<file path="config.mk">
export PLATFORM = sky130hd
export DESIGN_NAME = spsc_top
export DESIGN_NICKNAME = d
export VERILOG_FILES = /design/src/spsc_pkg.sv /design/src/spsc_pin_ctl.sv /design/src/spsc_top.sv
export SDC_FILE = /design/constraint.sdc
export NUM_CORES = 1
export LEC_CHECK = 0
export BUFFER_PORTS_ARGS = -buffer_cell sky130_fd_sc_hd__buf_2
export CORE_MARGIN = 4
export CORE_UTILIZATION = 40
export DETAILED_ROUTE_END_ITERATION = 16
export PLACE_DENSITY = 0.68
export REMOVE_ABC_BUFFERS = 1
export SKIP_LAST_GASP = 1
export SYNTH_ARGS = -nofsm -noshare
export SYNTH_HDL_FRONTEND = slang
export SYNTH_SLANG_ARGS = --single-unit
</file>
<file path="constraint.sdc">
create_clock -name CLK -period 2.4 [get_ports CLK]
set_input_delay 0.48 -clock CLK [delete_from_list [all_inputs] [get_ports CLK]]
set_output_delay 0.48 -clock CLK [all_outputs]
set_load 0.02 [all_outputs]
</file>
<file path="src/spsc_pkg.sv">
// Constants and types shared by the suspend pin state control block.
// Assumes the pin setup and report decoders outside run on the same core clock.
package spsc_pkg;

	localparam int NPINS = 10;
	localparam int CFGW = 3;

	// Suspend behaviour word layout
	localparam int SUSP_USE_BIT = 15;
	localparam logic [15:0] SUSP_MODE_MASK = 16'hBCCF;
	localparam logic [15:0] SUSP_STATE_MASK = 16'h3CCF;
	localparam logic [15:0] SUSP_MODE_RESET = 16'h0000;
	localparam logic [15:0] SUSP_STATE_RESET = 16'h0000;

	// Report identifiers and lengths
	localparam logic [7:0] RPT_ID_LANG = 8'h67;
	localparam logic [7:0] RPT_ID_LOCK = 8'h68;
	localparam logic [2:0] RPT_LEN_LANG = 3'h3;
	localparam logic [2:0] RPT_LEN_LOCK = 3'h2;
	localparam logic [2:0] RPT_LEN_MAX = 3'h4;
	localparam int LOCK_REQ_BIT = 0;
	localparam logic [15:0] LANG_RESET = 16'h0409;

	// Pin configuration codes
	localparam logic [2:0] CFG_IN = 3'h0;
	localparam logic [2:0] CFG_OD = 3'h1;
	localparam logic [2:0] CFG_PP = 3'h2;
	localparam logic [2:0] CFG_ALT = 3'h3;
	localparam logic [2:0] CFG_ALT_PP = 3'h4;
	localparam logic [29:0] PIN_CFG_RESET = {3'h2, 3'h2, 3'h0, 3'h0, 3'h3, 3'h3, 3'h3, 3'h3, 3'h3, 3'h0};

	typedef enum logic {SPSC_RUN, SPSC_SUSP} spsc_pwr_t;

	// Pin index to bit of the suspend words
	function automatic int susp_bit(input int pin);
		if (pin < 4) begin
			return pin;
		end else if (pin < 6) begin
			return pin + 2;
		end else begin
			return pin + 4;
		end
	endfunction : susp_bit

endpackage : spsc_pkg

</file>
<file path="src/spsc_pin_ctl.sv">
// Per-pin output selection for normal running and for suspend.
// Assumes all inputs are on the core clock; the caller registers the results.
`timescale 1ns/10ps
module spsc_pin_ctl (
	// Configuration
	input wire logic [29:0] cfg,
	input wire logic flow_en,
	input wire logic rs485_io1,
	input wire logic [15:0] susp_mode,
	input wire logic [15:0] susp_state,
	// Sources
	input wire logic [9:0] gpio_val,
	input wire logic [9:0] func_val,
	input wire logic clk_lvl,
	// Suspend view
	input wire logic susp,
	input wire logic [9:0] held_out,
	input wire logic [9:0] held_oe_n,
	// Results
	output logic [9:0] norm_out,
	output logic [9:0] norm_oe_n,
	output logic [9:0] pin_out,
	output logic [9:0] pin_oe_n
);
	logic use_ovr;

	assign use_ovr = susp_mode[spsc_pkg::SUSP_USE_BIT];

	for (genvar i = 0; i < spsc_pkg::NPINS; i++) begin : g_pin
		localparam int SB = spsc_pkg::susp_bit(i);
		logic [2:0] code;
		logic alt;
		logic is_od;
		logic is_in;
		logic is_de;
		logic val;

		assign code = cfg[i*spsc_pkg::CFGW +: spsc_pkg::CFGW];
		assign alt = (code == spsc_pkg::CFG_ALT) || (code == spsc_pkg::CFG_ALT_PP);
		// Only the RTS and DTR slots have an open-drain alternate code
		assign is_od = (code == spsc_pkg::CFG_OD) || ((code == spsc_pkg::CFG_ALT) && (i == 1 || i == 8));
		assign is_in = !(alt || code == spsc_pkg::CFG_OD || code == spsc_pkg::CFG_PP) || (alt && i == 2);
		assign is_de = alt && (i == 3 || (i == 1 && rs485_io1));

		always_comb begin
			val = gpio_val[i];
			if (alt) begin
				if (i == 0) begin
					val = clk_lvl;
				end else if (i == 1 && !rs485_io1 && !flow_en) begin
					val = 1'b1;
				end else begin
					val = func_val[i];
				end
			end
		end

		always_comb begin
			norm_out[i] = 1'b0;
			norm_oe_n[i] = 1'b1;
			if (!is_in) begin
				if (is_od) begin
					norm_oe_n[i] = val;
				end else begin
					norm_out[i] = val;
					norm_oe_n[i] = 1'b0;
				end
			end
		end

		always_comb begin
			pin_out[i] = norm_out[i];
			pin_oe_n[i] = norm_oe_n[i];
			if (susp && !use_ovr) begin
				pin_out[i] = held_out[i];
				pin_oe_n[i] = held_oe_n[i];
			end else if (susp) begin
				if ((alt && i == 0) || is_de) begin
					pin_out[i] = 1'b0;
					pin_oe_n[i] = 1'b0;
				end else if (susp_mode[SB]) begin
					pin_out[i] = susp_state[SB];
					pin_oe_n[i] = 1'b0;
				end else begin
					pin_out[i] = 1'b0;
					pin_oe_n[i] = 1'b1;
				end
			end
		end
	end

endmodule : spsc_pin_ctl

</file>
<file path="src/spsc_top.sv">
// Suspend pin state control: pin drive in run and suspend, pin defaults,
// language code and configuration lock reports.
// Assumes report, suspend and UART inputs come from logic on CLK; pins are asynchronous.
`timescale 1ns/10ps
// Overview of operation
// - Word bit 15 enables override; pin bits mapped
// - Override off: pins keep pre-suspend outputs
// - Override on: per-pin suspend level and mode
// - Override on: clock output pin driven low
// - Override on: RS-485 driver enables held deasserted
// - Receive pin is always UART serial input
// - Pin 3 resets to RS-485 enable code
// - Pins 1,2 do no flow control until enabled
// - Language code resets 0x0409, host read/write
// - Language report: id 0x67, low, high byte
// - Lock report: id 0x68, byte1 bit0 requests
// - Lock takes effect only after a reset
module spsc_top #(
	parameter int CLKOUT_DIV = 2
) (
	// Clock and resets
	input wire logic CLK,
	input wire logic RST,
	input wire logic POR_RST,
	// Pins
	input wire logic [9:0] GPIO_IN,
	output logic [9:0] GPIO_OUT,
	output logic [9:0] GPIO_OE_N,
	input wire logic RX_PIN,
	// UART side
	output logic RX_DATA,
	output logic [9:0] GPIO_IN_Q,
	input wire logic [9:0] GPIO_WR_VAL,
	input wire logic [9:0] UART_FUNC,
	input wire logic FLOW_EN,
	input wire logic RS485_IO1,
	output logic CTS_OK,
	// USB state
	input wire logic USB_SUSPEND,
	// Pin setup writes
	input wire logic PIN_CFG_WR,
	input wire logic [3:0] PIN_CFG_SEL,
	input wire logic [2:0] PIN_CFG_DATA,
	output logic [29:0] PIN_CFG_Q,
	input wire logic SUSP_WR,
	input wire logic [15:0] SUSP_MODE_DATA,
	input wire logic [15:0] SUSP_STATE_DATA,
	output logic [15:0] SUSP_MODE_Q,
	output logic [15:0] SUSP_STATE_Q,
	// Set report byte stream
	input wire logic SET_VALID,
	input wire logic SET_FIRST,
	input wire logic SET_LAST,
	input wire logic [7:0] SET_BYTE,
	output logic SET_DONE,
	output logic SET_ERR,
	// Get report
	input wire logic GET_REQ,
	input wire logic [7:0] GET_ID,
	output logic GET_ACK,
	output logic GET_ERR,
	output logic [1:0] GET_LEN,
	output logic [7:0] GET_B0,
	output logic [7:0] GET_B1,
	output logic [7:0] GET_B2,
	// Lock
	input wire logic LOCK_STORED,
	output logic LOCK_PENDING,
	output logic LOCKED
);
	localparam int DW = $clog2(CLKOUT_DIV + 1);

	if (CLKOUT_DIV < 1) begin : g_bad_div
		$error("CLKOUT_DIV must be at least 1");
	end

	logic rst_any;
	logic [9:0] gpio_s1_r, gpio_s2_r, gpio_in_q_r;
	logic rx_s1_r, rx_s2_r, rx_data_r, cts_ok_r;
	logic [29:0] pin_cfg_r;
	logic [15:0] susp_mode_r, susp_state_r, lang_r;
	spsc_pkg::spsc_pwr_t pwr_r;
	logic [9:0] held_out_r, held_oe_n_r, gpio_out_r, gpio_oe_n_r;
	logic [9:0] norm_out, norm_oe_n, pin_out, pin_oe_n;
	logic [DW-1:0] div_r;
	logic clk_lvl_r;
	logic [2:0] set_cnt_r;
	logic [7:0] set_b0_r, set_b1_r, set_b2_r;
	logic set_end_r, set_done_r, set_err_r;
	logic ok_lang, ok_lock;
	logic lock_req_r, locked_r;
	logic get_ack_r, get_err_r;
	logic [1:0] get_len_r;
	logic [7:0] get_b0_r, get_b1_r, get_b2_r;

	assign rst_any = RST || POR_RST;

	// Pin and receive synchronisers
	always_ff @(posedge CLK) begin
		if (rst_any) begin
			gpio_s1_r <= 10'h3FF;
			gpio_s2_r <= 10'h3FF;
			gpio_in_q_r <= 10'h3FF;
			rx_s1_r <= 1'b1;
			rx_s2_r <= 1'b1;
			rx_data_r <= 1'b1;
			cts_ok_r <= 1'b1;
		end else begin
			gpio_s1_r <= GPIO_IN;
			gpio_s2_r <= gpio_s1_r;
			gpio_in_q_r <= gpio_s2_r;
			rx_s1_r <= RX_PIN;
			rx_s2_r <= rx_s1_r;
			rx_data_r <= rx_s2_r;
			cts_ok_r <= !FLOW_EN || !gpio_s2_r[2];
		end
	end

	// Pin setup; the lock freezes it
	always_ff @(posedge CLK) begin
		if (rst_any) begin
			pin_cfg_r <= spsc_pkg::PIN_CFG_RESET;
			susp_mode_r <= spsc_pkg::SUSP_MODE_RESET;
			susp_state_r <= spsc_pkg::SUSP_STATE_RESET;
		end else if (!locked_r) begin
			if (PIN_CFG_WR && PIN_CFG_SEL < 4'hA) begin
				pin_cfg_r[PIN_CFG_SEL*spsc_pkg::CFGW +: spsc_pkg::CFGW] <= PIN_CFG_DATA;
			end
			if (SUSP_WR) begin
				susp_mode_r <= SUSP_MODE_DATA & spsc_pkg::SUSP_MODE_MASK;
				susp_state_r <= SUSP_STATE_DATA & spsc_pkg::SUSP_STATE_MASK;
			end
		end
	end

	// Clock output divider; the pin logic forces it low in suspend when override is on
	always_ff @(posedge CLK) begin
		if (rst_any) begin
			div_r <= '0;
			clk_lvl_r <= 1'b0;
		end else if (div_r == DW'(CLKOUT_DIV - 1)) begin
			div_r <= '0;
			clk_lvl_r <= !clk_lvl_r;
		end else begin
			div_r <= div_r + DW'(1);
		end
	end

	// Suspend tracking; outputs are captured on entry so they can be held
	always_ff @(posedge CLK) begin
		if (rst_any) begin
			pwr_r <= spsc_pkg::SPSC_RUN;
			held_out_r <= '0;
			held_oe_n_r <= '1;
		end else begin
			case (pwr_r)
				spsc_pkg::SPSC_RUN: begin
					if (USB_SUSPEND) begin
						pwr_r <= spsc_pkg::SPSC_SUSP;
						held_out_r <= gpio_out_r;
						held_oe_n_r <= gpio_oe_n_r;
					end
				end
				spsc_pkg::SPSC_SUSP: begin
					if (!USB_SUSPEND) begin
						pwr_r <= spsc_pkg::SPSC_RUN;
					end
				end
				default: begin
					pwr_r <= spsc_pkg::SPSC_RUN;
				end
			endcase
		end
	end

	spsc_pin_ctl u_pin_ctl (
		.cfg(pin_cfg_r),
		.flow_en(FLOW_EN),
		.rs485_io1(RS485_IO1),
		.susp_mode(susp_mode_r),
		.susp_state(susp_state_r),
		.gpio_val(GPIO_WR_VAL),
		.func_val(UART_FUNC),
		.clk_lvl(clk_lvl_r),
		.susp(pwr_r == spsc_pkg::SPSC_SUSP),
		.held_out(held_out_r),
		.held_oe_n(held_oe_n_r),
		.norm_out(norm_out),
		.norm_oe_n(norm_oe_n),
		.pin_out(pin_out),
		.pin_oe_n(pin_oe_n)
	);

	// Pin drivers, released during reset
	always_ff @(posedge CLK) begin
		if (rst_any) begin
			gpio_out_r <= '0;
			gpio_oe_n_r <= '1;
		end else begin
			gpio_out_r <= pin_out;
			gpio_oe_n_r <= pin_oe_n;
		end
	end

	// Set report collection; an overlong report saturates the count and is refused
	always_ff @(posedge CLK) begin
		if (rst_any) begin
			set_cnt_r <= 3'h0;
			set_b0_r <= 8'h00;
			set_b1_r <= 8'h00;
			set_b2_r <= 8'h00;
			set_end_r <= 1'b0;
		end else begin
			set_end_r <= SET_VALID && SET_LAST;
			if (SET_VALID) begin
				if (SET_FIRST) begin
					set_b0_r <= SET_BYTE;
					set_cnt_r <= 3'h1;
				end else begin
					if (set_cnt_r == 3'h1) begin
						set_b1_r <= SET_BYTE;
					end
					if (set_cnt_r == 3'h2) begin
						set_b2_r <= SET_BYTE;
					end
					if (set_cnt_r != spsc_pkg::RPT_LEN_MAX) begin
						set_cnt_r <= set_cnt_r + 3'h1;
					end
				end
			end
		end
	end

	assign ok_lang = set_cnt_r == spsc_pkg::RPT_LEN_LANG && set_b0_r == spsc_pkg::RPT_ID_LANG && !locked_r;
	assign ok_lock = set_cnt_r == spsc_pkg::RPT_LEN_LOCK && set_b0_r == spsc_pkg::RPT_ID_LOCK && !locked_r;

	always_ff @(posedge CLK) begin
		if (rst_any) begin
			lang_r <= spsc_pkg::LANG_RESET;
			set_done_r <= 1'b0;
			set_err_r <= 1'b0;
		end else begin
			set_done_r <= set_end_r && (ok_lang || ok_lock);
			set_err_r <= set_end_r && !(ok_lang || ok_lock);
			if (set_end_r && ok_lang) begin
				lang_r <= {set_b2_r, set_b1_r};
			end
		end
	end

	// A hardware reset keeps the request so that it takes effect; power-on relies on LOCK_STORED
	always_ff @(posedge CLK) begin
		if (POR_RST) begin
			lock_req_r <= 1'b0;
		end else if (!RST && set_end_r && ok_lock && set_b1_r[spsc_pkg::LOCK_REQ_BIT]) begin
			lock_req_r <= 1'b1;
		end
	end

	always_ff @(posedge CLK) begin
		if (rst_any) begin
			locked_r <= lock_req_r || LOCK_STORED;
		end
	end

	// Get report answers
	always_ff @(posedge CLK) begin
		if (rst_any) begin
			get_ack_r <= 1'b0;
			get_err_r <= 1'b0;
			get_len_r <= 2'h0;
			get_b0_r <= 8'h00;
			get_b1_r <= 8'h00;
			get_b2_r <= 8'h00;
		end else begin
			get_ack_r <= GET_REQ;
			get_err_r <= 1'b0;
			if (GET_REQ) begin
				get_b0_r <= GET_ID;
				if (GET_ID == spsc_pkg::RPT_ID_LANG) begin
					get_len_r <= spsc_pkg::RPT_LEN_LANG[1:0];
					get_b1_r <= lang_r[7:0];
					get_b2_r <= lang_r[15:8];
				end else if (GET_ID == spsc_pkg::RPT_ID_LOCK) begin
					get_len_r <= spsc_pkg::RPT_LEN_LOCK[1:0];
					get_b1_r <= {7'h00, lock_req_r};
					get_b2_r <= 8'h00;
				end else begin
					get_err_r <= 1'b1;
					get_len_r <= 2'h0;
					get_b1_r <= 8'h00;
					get_b2_r <= 8'h00;
				end
			end
		end
	end

	assign GPIO_OUT = gpio_out_r;
	assign GPIO_OE_N = gpio_oe_n_r;
	assign RX_DATA = rx_data_r;
	assign GPIO_IN_Q = gpio_in_q_r;
	assign CTS_OK = cts_ok_r;
	assign PIN_CFG_Q = pin_cfg_r;
	assign SUSP_MODE_Q = susp_mode_r;
	assign SUSP_STATE_Q = susp_state_r;
	assign SET_DONE = set_done_r;
	assign SET_ERR = set_err_r;
	assign GET_ACK = get_ack_r;
	assign GET_ERR = get_err_r;
	assign GET_LEN = get_len_r;
	assign GET_B0 = get_b0_r;
	assign GET_B1 = get_b1_r;
	assign GET_B2 = get_b2_r;
	assign LOCK_PENDING = lock_req_r;
	assign LOCKED = locked_r;

	// Checks
	logic in_susp, use_ovr;
	assign in_susp = pwr_r == spsc_pkg::SPSC_SUSP;
	assign use_ovr = susp_mode_r[spsc_pkg::SUSP_USE_BIT];
endmodule : spsc_top

</file>
# Word level (Yosys, flattened, before mapping)
# Index checks and enable logic that the tools add are counted.
[op_classes]
n_reduce_logical = 71
shifts = 2
magnitude_cmp = 1
muxes = 127
eq_ne = 49
n_addsub = 3
multipliers = 1
n_bitwise = 4
[ops]
columns = ["cell", "count"]
rows = [
  ["1-bit 2-to-1 mux", 120],
  ["3-bit by 2-bit equality test with 1-bit output (second input constant)", 22],
  ["1-bit logical OR", 37],
  ["6-bit negation with 34-bit output", 1],
  ["3-bit by 34-bit variable shift with 30-bit output (first input constant)", 1],
  ["3-bit by 34-bit indexed part select with 30-bit output", 1],
  ["3-bit by 1-bit equality test with 1-bit output (second input constant)", 11],
  ["8-bit by 7-bit equality test with 1-bit output (second input constant)", 4],
  ["30-bit bitwise mux", 1],
  ["3-bit equality test (second input constant)", 10],
  ["8-bit 2-to-1 mux", 2],
  ["1-bit logical AND", 15],
  ["2-bit AND reduction", 5],
  ["1-bit logical NOT", 9],
  ["4-bit by 2-bit multiplier with 6-bit output (second input constant)", 1],
  ["3-bit 2-to-1 mux", 2],
  ["3-bit AND reduction", 2],
  ["4-bit less-than comparator (second input constant)", 1],
  ["2-bit 2-to-1 mux", 2],
  ["1-bit NOT", 4],
  ["3-bit by 1-bit adder with 3-bit output (second input constant)", 1],
  ["3-bit != test (second input constant)", 1],
  ["3-bit OR reduction", 1],
  ["2-bit by 1-bit adder with 2-bit output (second input constant)", 1],
  ["other kinds (3)", 3],
]
[totals]
reg_bits = 205
elab_cells = 291
output_inout_bits = 126
inputBits = 99

# Logic depth before layout (Yosys ltp)
# Gate-level depths: netlist of run 1.
[logic_depth]
depth_word = 9
ltp_mapped = 8
mapped_depth_nobuf = 6

# Modules after synthesis
# Synthesis of run 1 repeated with hierarchy kept, for this count alone.
[hier_totals]
cells_unflattened = 983
hier_area_um2 = 8635.8
[modules_own_cells]
columns = ["module", "cells_each", "instances", "area_per_inst_um2", "seq_area_each_um2"]
rows = [
  ["spsc_top", 817, 1, 7548.5, 4113.9],
  ["spsc_pin_ctl", 166, 1, 1087.3, 0.0],
]

# Worst setup path after synthesis of run 1
# OpenSTA, ideal clock, no wires.
[synth_timing]
path_type = "in2reg"
from = "in PIN_CFG_SEL[0]"
to = "reg pin_cfg_r[0], in the netlist PIN_CFG_Q[0]"
path_buffers = 1
stages = 7
t_required_ns = 2.272
setup_ns = 0.128
slack_ns = 0.314
arrival_time_ns = 1.959
cell_sequence = "buf_6 > inv_1 > ha_1 > or4b_4 > nand3b_4 > mux2i_1 > nor2_1"
[synth_via]
elab_chain_len = 4
elab_cells_between_ends = 8
classes_between = "1 x add/sub; 1 x mul; 1 x order compare; 2 x shift; 1 x mux; 2 x reduce/logical"
[synth_lines]
columns = ["element", "line", "source"]
rows = [
  ["from (decl)", "spsc_top.sv:42", "input wire logic [3:0] PIN_CFG_SEL,"],
  ["4-bit by 2-bit multiplier with 6-bit output", "spsc_top.sv:127", "pin_cfg_r[PIN_CFG_SEL*spsc_pkg::CFGW +: spsc_pkg::CFGW] <= PIN_CFG_DATA;"],
  ["6-bit negation with 34-bit output", "spsc_top.sv:127", ""],
  ["3-bit by 34-bit indexed part select with 30-bit output / 3-bit by 34-bit variable shift with 30-bit output (equally long branches)", "spsc_top.sv:127", ""],
  ["30-bit bitwise mux", "spsc_top.sv:127", ""],
  ["to (signal assigned)", "spsc_top.sv:122", "pin_cfg_r <= spsc_pkg::PIN_CFG_RESET;"],
  ["to (decl)", "spsc_top.sv:80", "logic [29:0] pin_cfg_r;"],
]
# Several ways; a longest one is shown, not always the timed one.
# A chain may end at the register's enable or synchronous reset.

# Worst setup path in the final report of run 1
[layout_timing]
from = "reg susp_mode_r[15], in the netlist SUSP_MODE_Q[15]"
to = "out SUSP_MODE_Q[15]"
[layout_rtl]
columns = ["element", "line", "source"]
rows = [
  ["from (decl)", "spsc_top.sv:81", "logic [15:0] susp_mode_r, susp_state_r, lang_r;"],
  ["from (signal assigned)", "spsc_top.sv:123", "susp_mode_r <= spsc_pkg::SUSP_MODE_RESET;"],
  ["from (signal assigned)", "spsc_top.sv:130", "susp_mode_r <= SUSP_MODE_DATA & spsc_pkg::SUSP_MODE_MASK;"],
  ["to (decl)", "spsc_top.sv:48", "output logic [15:0] SUSP_MODE_Q,"],
]
# No word-level cell between the ends.

==> reports/summary.md, run 1 <==
The post-synthesis to final-layout area growth is 24.8%, and the maximum fanout encountered on the critical timing path is 34. The flow ran to the end, and the final reports show no timing, DRC or antenna violations. The post-synth design cell area is 8300 um2. The biggest area contributor in the post-synthesis netlist is dfxtp_1. The count of antenna-violating nets left after detailed routing was 0; the max-cap violation count was 0. The largest incremental delay on the critical path was 340 ps; the placer's final routability congestion estimate was 0.865.

The tools report the area of the die as 23100 um2. The tools report the leakage power as 4.25 nW. The clock-pin slew on the worst setup and hold paths works out to 60 ps. The total count of max-transition violations in the final report is 0, and the slew at the pin closest to its max-slew limit is 785 ps. TritonCTS built the clock tree. For the worst setup path, the data required time is 1920 ps.

After clock tree synthesis, the repair step resized 0 gates. The tools report the achievable clock frequency as 534 MHz. The total routing resource utilization after global routing was 18.2%; the number of enable-type register cells in the synthesized netlist was 1. Data arrives at the worst endpoint at 1390 ps. For the worst-skew pair, the clock arrives at the later sink with an insertion delay of 510 ps. Together, buffers and inverters on the worst path number 2.

The number of hold-repair buffers added at the cts stage is 0. The critical path goes through buf_4 > buf_2. The first global-routing pass estimated 35900 um of wire. The global route total overflow came out at 0.

For this run, the share of the core covered by cells in the final layout is 51.1%. STA classifies the critical path startpoint as a flop. The final routed wirelength across all metal layers is 22000 um. The run gives 15300 um as the placed wire-length estimate.

The count of clock tree sinks came out at 205. Measured along the y axis, the die boundary spans 152 um. Sorting the synthesized cells by area gives the leading types as dfxtp_1 (49%), nand2_1 (6.1%), mux2i_1 (6.0%).

The detail-routed via count per cell was 5.11. The run gives 20300 um2 as the core footprint. Headroom to the max-slew limit came out at 47.5%. Chip width: 152 um. The logs give 225 for the count of pins on the block boundary and 0 for the count of endpoints failing setup in the final report.

The worst-path cell with the longest stage delay is buf_4. In the finished design, the share of the clock period the worst path needs comes to 78.0%. CTS root buffer: clkbuf_16.

Excluding fillers, the count of instances in the completed layout stands at 1418. The post-CTS setup buffer count was 0; the total DRC errors in the routed layout was 0. The run gives 6895 as the via count of the first global-routing pass. VDD sags by at most 0.000520 V.

Dividing the detail-routed wire length by the instance count gives 15.5 um. The number of different library cells used by synthesis comes to 63. In this design, the largest share of critical-path delay is due to buffers and inverters. The share of synthesized registers carrying an async set or reset was 0%; the starting density of the core was 40.9%. The number of H-tree levels was 1. Clock tree synthesis inserted a total of 23 buffers. Power spread over the standard cell area amounts to 720 nW/um2.

Portion of synthesized cell area occupied by the leading cell type: 49.2%. The detailed router finished its first iteration with 314 violations. The mean instance size in the synthesized netlist works out to 8.84 um2. Counting flops and latches in the post-synthesis netlist gives 205. The worst path in the final design needs a cycle of 1870 ps, including I/O delays and setup.

The first detailed-routing pass took 4 iterations. The tightest min-delay check is of the in2reg type. The count of endpoints failing hold in the final timing report was 0. The post-route netlist has 24.7% of its cells at a drive strength greater than 1. The maximum clock path buffer count came out at 3. The tools report the capturing element type of the critical path as an output port. Setup repair after global routing left no endpoint under its margin. For this block, the via count after detailed routing is 7248. Summing the sequential cell areas from Yosys gives 49.5% of the chip area. For the worst setup skew after layout, the log shows 15.9 ps.

In this run, placement finished with an instance count of 1377. The number of antenna violations at the first check in global routing is 1, and the count of port buffers added during placement is 200. The logs give 52 for the placement row count and 1946 for the total of fill cells in the finished design. The tools report the yosys synthesis warning count as 0. Entering global routing, the biggest net connects 52 pins.

The critical path in this run is classified as reg2out. In the synthesized netlist, the number of instances is 939. The final-stage net count came out at 1241.

The most frequently used flop master after synthesis was dfxtp_1.
## Yosys cell counts, types with 6 or more instances
library cell / instances
o21bai_1: 6
nor2b_1: 10
mux2i_1: 50
nand2_1: 136
and4b_1: 6
nand2b_1: 11
nand3b_1: 13
o211ai_1: 12
or3_1: 33
buf_2: 7
nor2_1: 76
a21oi_1: 87
dfxtp_1: 204
o21ai_0: 30
clkbuf_1: 44
a22oi_1: 16
buf_4: 11
inv_1: 16
nor3_1: 14
nor3b_1: 7
nand3_1: 54
ha_1: 10
## report_power, final
part	internal [mW]	switching, mW
logic	0.195	0.348
registers	3.46	0.0306
clock network	2.05	1.38
## registers in the layout (all words and copies together) (netlist names), 10 cells and up
name	cells
PIN_CFG_Q	30
SUSP_STATE_Q	10
lang_r	16
gpio_s1_r	10
SUSP_MODE_Q	11
held_oe_n_r	10
GPIO_OE_N	10
GPIO_IN_Q	10
GPIO_OUT	10
held_out_r	10
gpio_s2_r	10
## path summary, 6_finish.rpt
path | start | end | slack, ps | cells past startpoint
hold / removal | GPIO_IN[5] | gpio_s1_r[5] | 150 | 2
hold reg to reg | gpio_s1_r[7] | gpio_s2_r[7] | 400 | 1
setup reg to reg | LOCKED | PIN_CFG_Q[28] | 580 | 4
setup / recovery | SUSP_MODE_Q[15] | SUSP_MODE_Q[15] | 530 | 2
## routing by layer
layer | vias to the layer above | track usage (%) | wire [um]
met5 | - | 0 | 20
met4 | 2 | 4.62 | 450
met3 | 42 | 4.27 | 1350
met2 | 177 | 31.5 | 10700
met1 | 3386 | 22.9 | 9530
li1 | 3641 | - | -
## area by class of cell
cell class,instances,area [um2],share of cell area (%)
flip-flops and latches,205,4110,39.7
multi-input cells,657,3850,37.1
repair buffers,227,1240,12.0
clock buffers,32,669,6.46
well taps,270,338,3.26
clock inverters,8,80.1,0.773
inverters,18,70.1,0.676
diodes,1,2.50,0.0241
## worst register-to-register path, delay by kind of cell (launching register included)
family	cells	cell delay, ps
simple gates	4	1100
flops	1	560
## cells by family after synthesis
kind of cell	share of synthesized area, %
muxes	6.16
other	0.0452
and+or+nand+nor	23.6
adders and majority gates	1.51
AOI/OAI and AO/OA	13.8
xor gates and xnor gates	0.633
DFF	49.5
buffers and inverters	4.72
## metrics by stage
step	setup TNS (ps)	area (um2)	setup slack, ps	total power, mW	hold slack, ps
after floorplan	-276160	8020	-2390	3.84	375
after CTS	0	10400	508	7.56	127
after detailed placement	0	9610	93.8	4.11	389
after global routing	0	10400	466	7.75	129
final	0	10400	527	7.46	147
after global placement	0	9610	141	4.11	383
## cell usage in the layout (no fill, tap or decap), drive strengths merged, types with 32 or more instances in the layout
cell    synthesis  layout
buf            25     227
clkbuf         44      32
a21oi          88      88
or3            33      33
o21ai          33      33
nand3          54      54
mux2i          50      50
nand2         136     136
nor2           77      77
dfxtp         204     204
Power figures use the tool's default switching activity.
==> inputs of run 2 (changes only) <==
--- a/config.mk
+++ b/config.mk
@@ -9,7 +9,7 @@
 export CORE_MARGIN = 4
 export CORE_UTILIZATION = 40
 export DETAILED_ROUTE_END_ITERATION = 16
-export PLACE_DENSITY = 0.68
+export PLACE_DENSITY = 0.7
 export REMOVE_ABC_BUFFERS = 1
 export SKIP_LAST_GASP = 1
 export SYNTH_ARGS = -nofsm -noshare
==> constraint.sdc (replaced) <==
create_clock -name CLK -period 1.55 [get_ports CLK]
set_input_delay 0.31 -clock CLK [delete_from_list [all_inputs] [get_ports CLK]]
set_output_delay 0.31 -clock CLK [all_outputs]
set_load 0.02 [all_outputs]
==> reports/summary.md, run 2 (synthesis gave the netlist of run 1 again) <==
The library cell used most frequently in the layout, excluding fill and tap cells, is dfxtp_1. The global-route wire length before repair came out at 37200 um (+3.8%). In the layout the commonest cells are dfxtp_1 (201), buf_2 (198), nand2_1 (136), a21oi_1 (79), nor2_1 (72). The global route total overflow is 0 (unchanged), and the total DRC errors in the routed layout is 0 (unchanged). The total routing resource utilization after global routing is 18.9% (+0.67 points).

The max-cap violation count was 0 (unchanged); the placement row count was 52 (unchanged). The run gives 40.9% (unchanged) as the starting density of the core. The largest incremental delay on the critical path is 590 ps (+250 ps).

The latest clock arrival within the worst-skew pair came out at 500 ps (about the same). The tools report the CTS root buffer as clkbuf_16. The logs give 23300 um (+5.9%) for the final routed wirelength across all metal layers and 0 (unchanged) for the count of endpoints failing hold in the final timing report.

The count of port buffers added during placement is 200 (unchanged), and the leakage power is 4.54 nW (+7.0%). The run gives 225 (unchanged) as the count of pins on the block boundary. The detail-routed net length per standard cell came out at 16.0 um (+2.7%). The number of buffers inserted during clock tree synthesis is 23 (unchanged), and the sum of internal, switching and leakage power is 11.9 mW (+60%). Core footprint: 20300 um2 (unchanged). The area of the die came out at 23100 um2 (unchanged). The final design instance area without fill was 11100 um2 (+7.0%). The worst setup skew after layout was 9.68 ps (-6.18 ps); the count of clock tree sinks was 205 (unchanged).

The placed wire-length estimate was 15800 um (+3.4%). The chip width works out to 152 um (unchanged). STA classifies the critical path startpoint as a flop. The detail-routed via count per cell came out at 5.11 (about the same). The final critical path takes up 106% of the cycle. The logs give 46.6% (+0.7 points) for the clock share of power and 2030 ps (+640 ps) for the data arrival time at the worst-slack endpoint. The switching component of the power is 2.79 mW (+59%), and the power per unit of standard cell area is 1080 nW/um2 (+50%). Setup repair after global routing could not meet its margin everywhere. The logs give 0 (unchanged) for the post-CTS setup buffer count and 1930 ps (about the same) for the required time at the worst-slack endpoint. Walking the worst path, the cells encountered are or4b_4 > nand3b_4 > mux2i_1 > nor2_1. The number of flip-flops in the largest register is 30 (unchanged), and the portion of total power attributed to combinational logic is 8.1% (+0.8 points).

For the total vias in the final route, the log shows 7483 (+3.2%). The layer flagged by global routing as most heavily used is met2. The DRC violation total after the first TritonRoute iteration was 374 (+19%). The met1 layer usage reported by global route was 23.3% (+0.35 points). The tools report the count of antenna-violating nets left after detailed routing as 0 (unchanged). The tools report the global-route met3 utilization as 3.38% (-0.88 points). The flow ran to the end, but the final reports show violations.

Clock-pin slew on the worst setup and hold paths: 60 ps (about the same). For this design, the slowest cell found on the critical path is or4b_4. The maximum fanout encountered on the critical timing path was 6 (-82%). The area growth from synthesis to layout is 33.5%. The die height works out to 152 um (unchanged).

The peak supply drop was 0.000813 V (+56%); the final-stage net count was 1287 (+3.7%). The switching part of the total power works out to 23.4% (-0.15 points). For the met2 layer usage reported by global route, the log shows 34.0% (+2.6 points). The slack of the critical path is -95.1 ps (-622 ps), and the length of the first detailed-routing pass in iterations is 5 (+1). The placer's final routability congestion estimate was 0.839 (-3.0%). The worst hold path belongs to the class in2reg.

The sequential share of power was 45.3% (-1.5 points). The via count of the first global-routing pass is 7233 (+4.9%). Pin count of the biggest net entering global routing: 62 (+19%). The reg2reg setup slack came out at -100 ps (-680 ps). The placed standard-cell area came out at 9920 um2 (+3.2%). The logs give 3 (unchanged) for the maximum clock path buffer count and 0 (-1) for the count of inserted antenna diode cells. The capturing element type of the critical path is a flop. The total of fill cells in the finished design was 1859 (-4.5%). The worst setup path category is reg2reg. TritonCTS built the clock tree.

The achievable clock frequency was 608 MHz; the shortest clock period the worst path allows after layout was 1650 ps. The tools report the total count of max-transition violations in the final report as 0 (unchanged). Slew at the pin closest to its max-slew limit: 694 ps (-91.2 ps). The tools report the count of endpoints failing setup in the final report as 35 (+35). The final reports fail on setup timing. The share of cells above drive strength 1 is 29.7% (+5.0 points).

For the number of antenna violations at the first check in global routing, the log shows 0 (-1). The run gives 53.7% (+6.2 points) as the max-slew headroom at the worst pin. The number of H-tree levels was 1 (unchanged); the internal power component was 9.16 mW (+60%).
## run 2: cell types whose count changed in the layout (fill, tap and decap cells not counted), sizes merged
cell         change
buf             +33
diode            -1
clkbuf           -2
dlygate4sd3     +12
bufinv           +2
clkinv           +2
inv              -1
## run 2: worst max-delay path, delay by kind of cell (launching register included)
family	cells	cell delay, ps
DFF	1	530
muxes	1	160
and+or+nand+nor	3	860
## run 2: timing repair
action / 4_1_cts / 5_1_grt
resized for setup: 37 / 31
hold endpoints to repair: 12 / 0
pin swaps: 10 / 14
setup endpoints to repair: 38 / 50
hold buffers: 12 / 0
cloned: 0 / 1
## run 2: final timing paths
path | from | depth (start not counted) | to
worst max register to register | LOCKED | 4 | PIN_CFG_Q[2]
worst min-delay path | SUSP_MODE_DATA[6] | 3 | SUSP_MODE_Q[6]
worst min register to register | gpio_s2_r[8] | 1 | GPIO_IN_Q[8]
worst max-delay path | LOCKED | 4 | PIN_CFG_Q[2]
## run 2: per-stage QoR
| stage | util (%) | instances | setup slack [ps] | TNS, ps | hold slack [ps] |
|---|---|---|---|---|---|
| 4_1_cts | 53.9 | 1462 | -118 | -1940 | 33.7 |
| 3_3_place_gp | 48.9 | 1410 | -316 | -8020 | 382 |
| 6_report | 54.6 | 1463 | -95.1 | -1810 | 41.9 |
| 3_5_place_dp | 48.9 | 1410 | -372 | -8970 | 388 |
| 5_1_grt | 54.6 | 1463 | -193 | -5510 | 38.5 |
| 2_1_floorplan | - | 880 | -3070 | -391580 | 375 |
## run 2: layout make-up
type                       count  area [um2]  share of cell area (%)
sequential                   205        4120                    37.2
clock buffer                  29         638                    5.75
inverter                      18        70.1                   0.632
multi-input combinational    657        4050                    36.6
clock inverter                11         141                    1.27
tap                          270         338                    3.05
timing repair buffer         273        1730                    15.6
## run 2: power by group through the flow
stage                     Combinational, mW  Clock [mW]  Sequential (mW)
after CTS                             0.950        5.70             5.41
after global routing                   1.05        5.88             5.42
final                                 0.967        5.57             5.41
after floorplan                       0.364           0             5.59
after detailed placement              0.906           0             5.53
after global placement                0.894           0             5.53
## run 2: layer usage
layer	wire length, um	vias to the layer above
li1	-	3737
met1	10000	3505
met3	1220	34
met4	458	0
met5	0	-
met2	11600	207
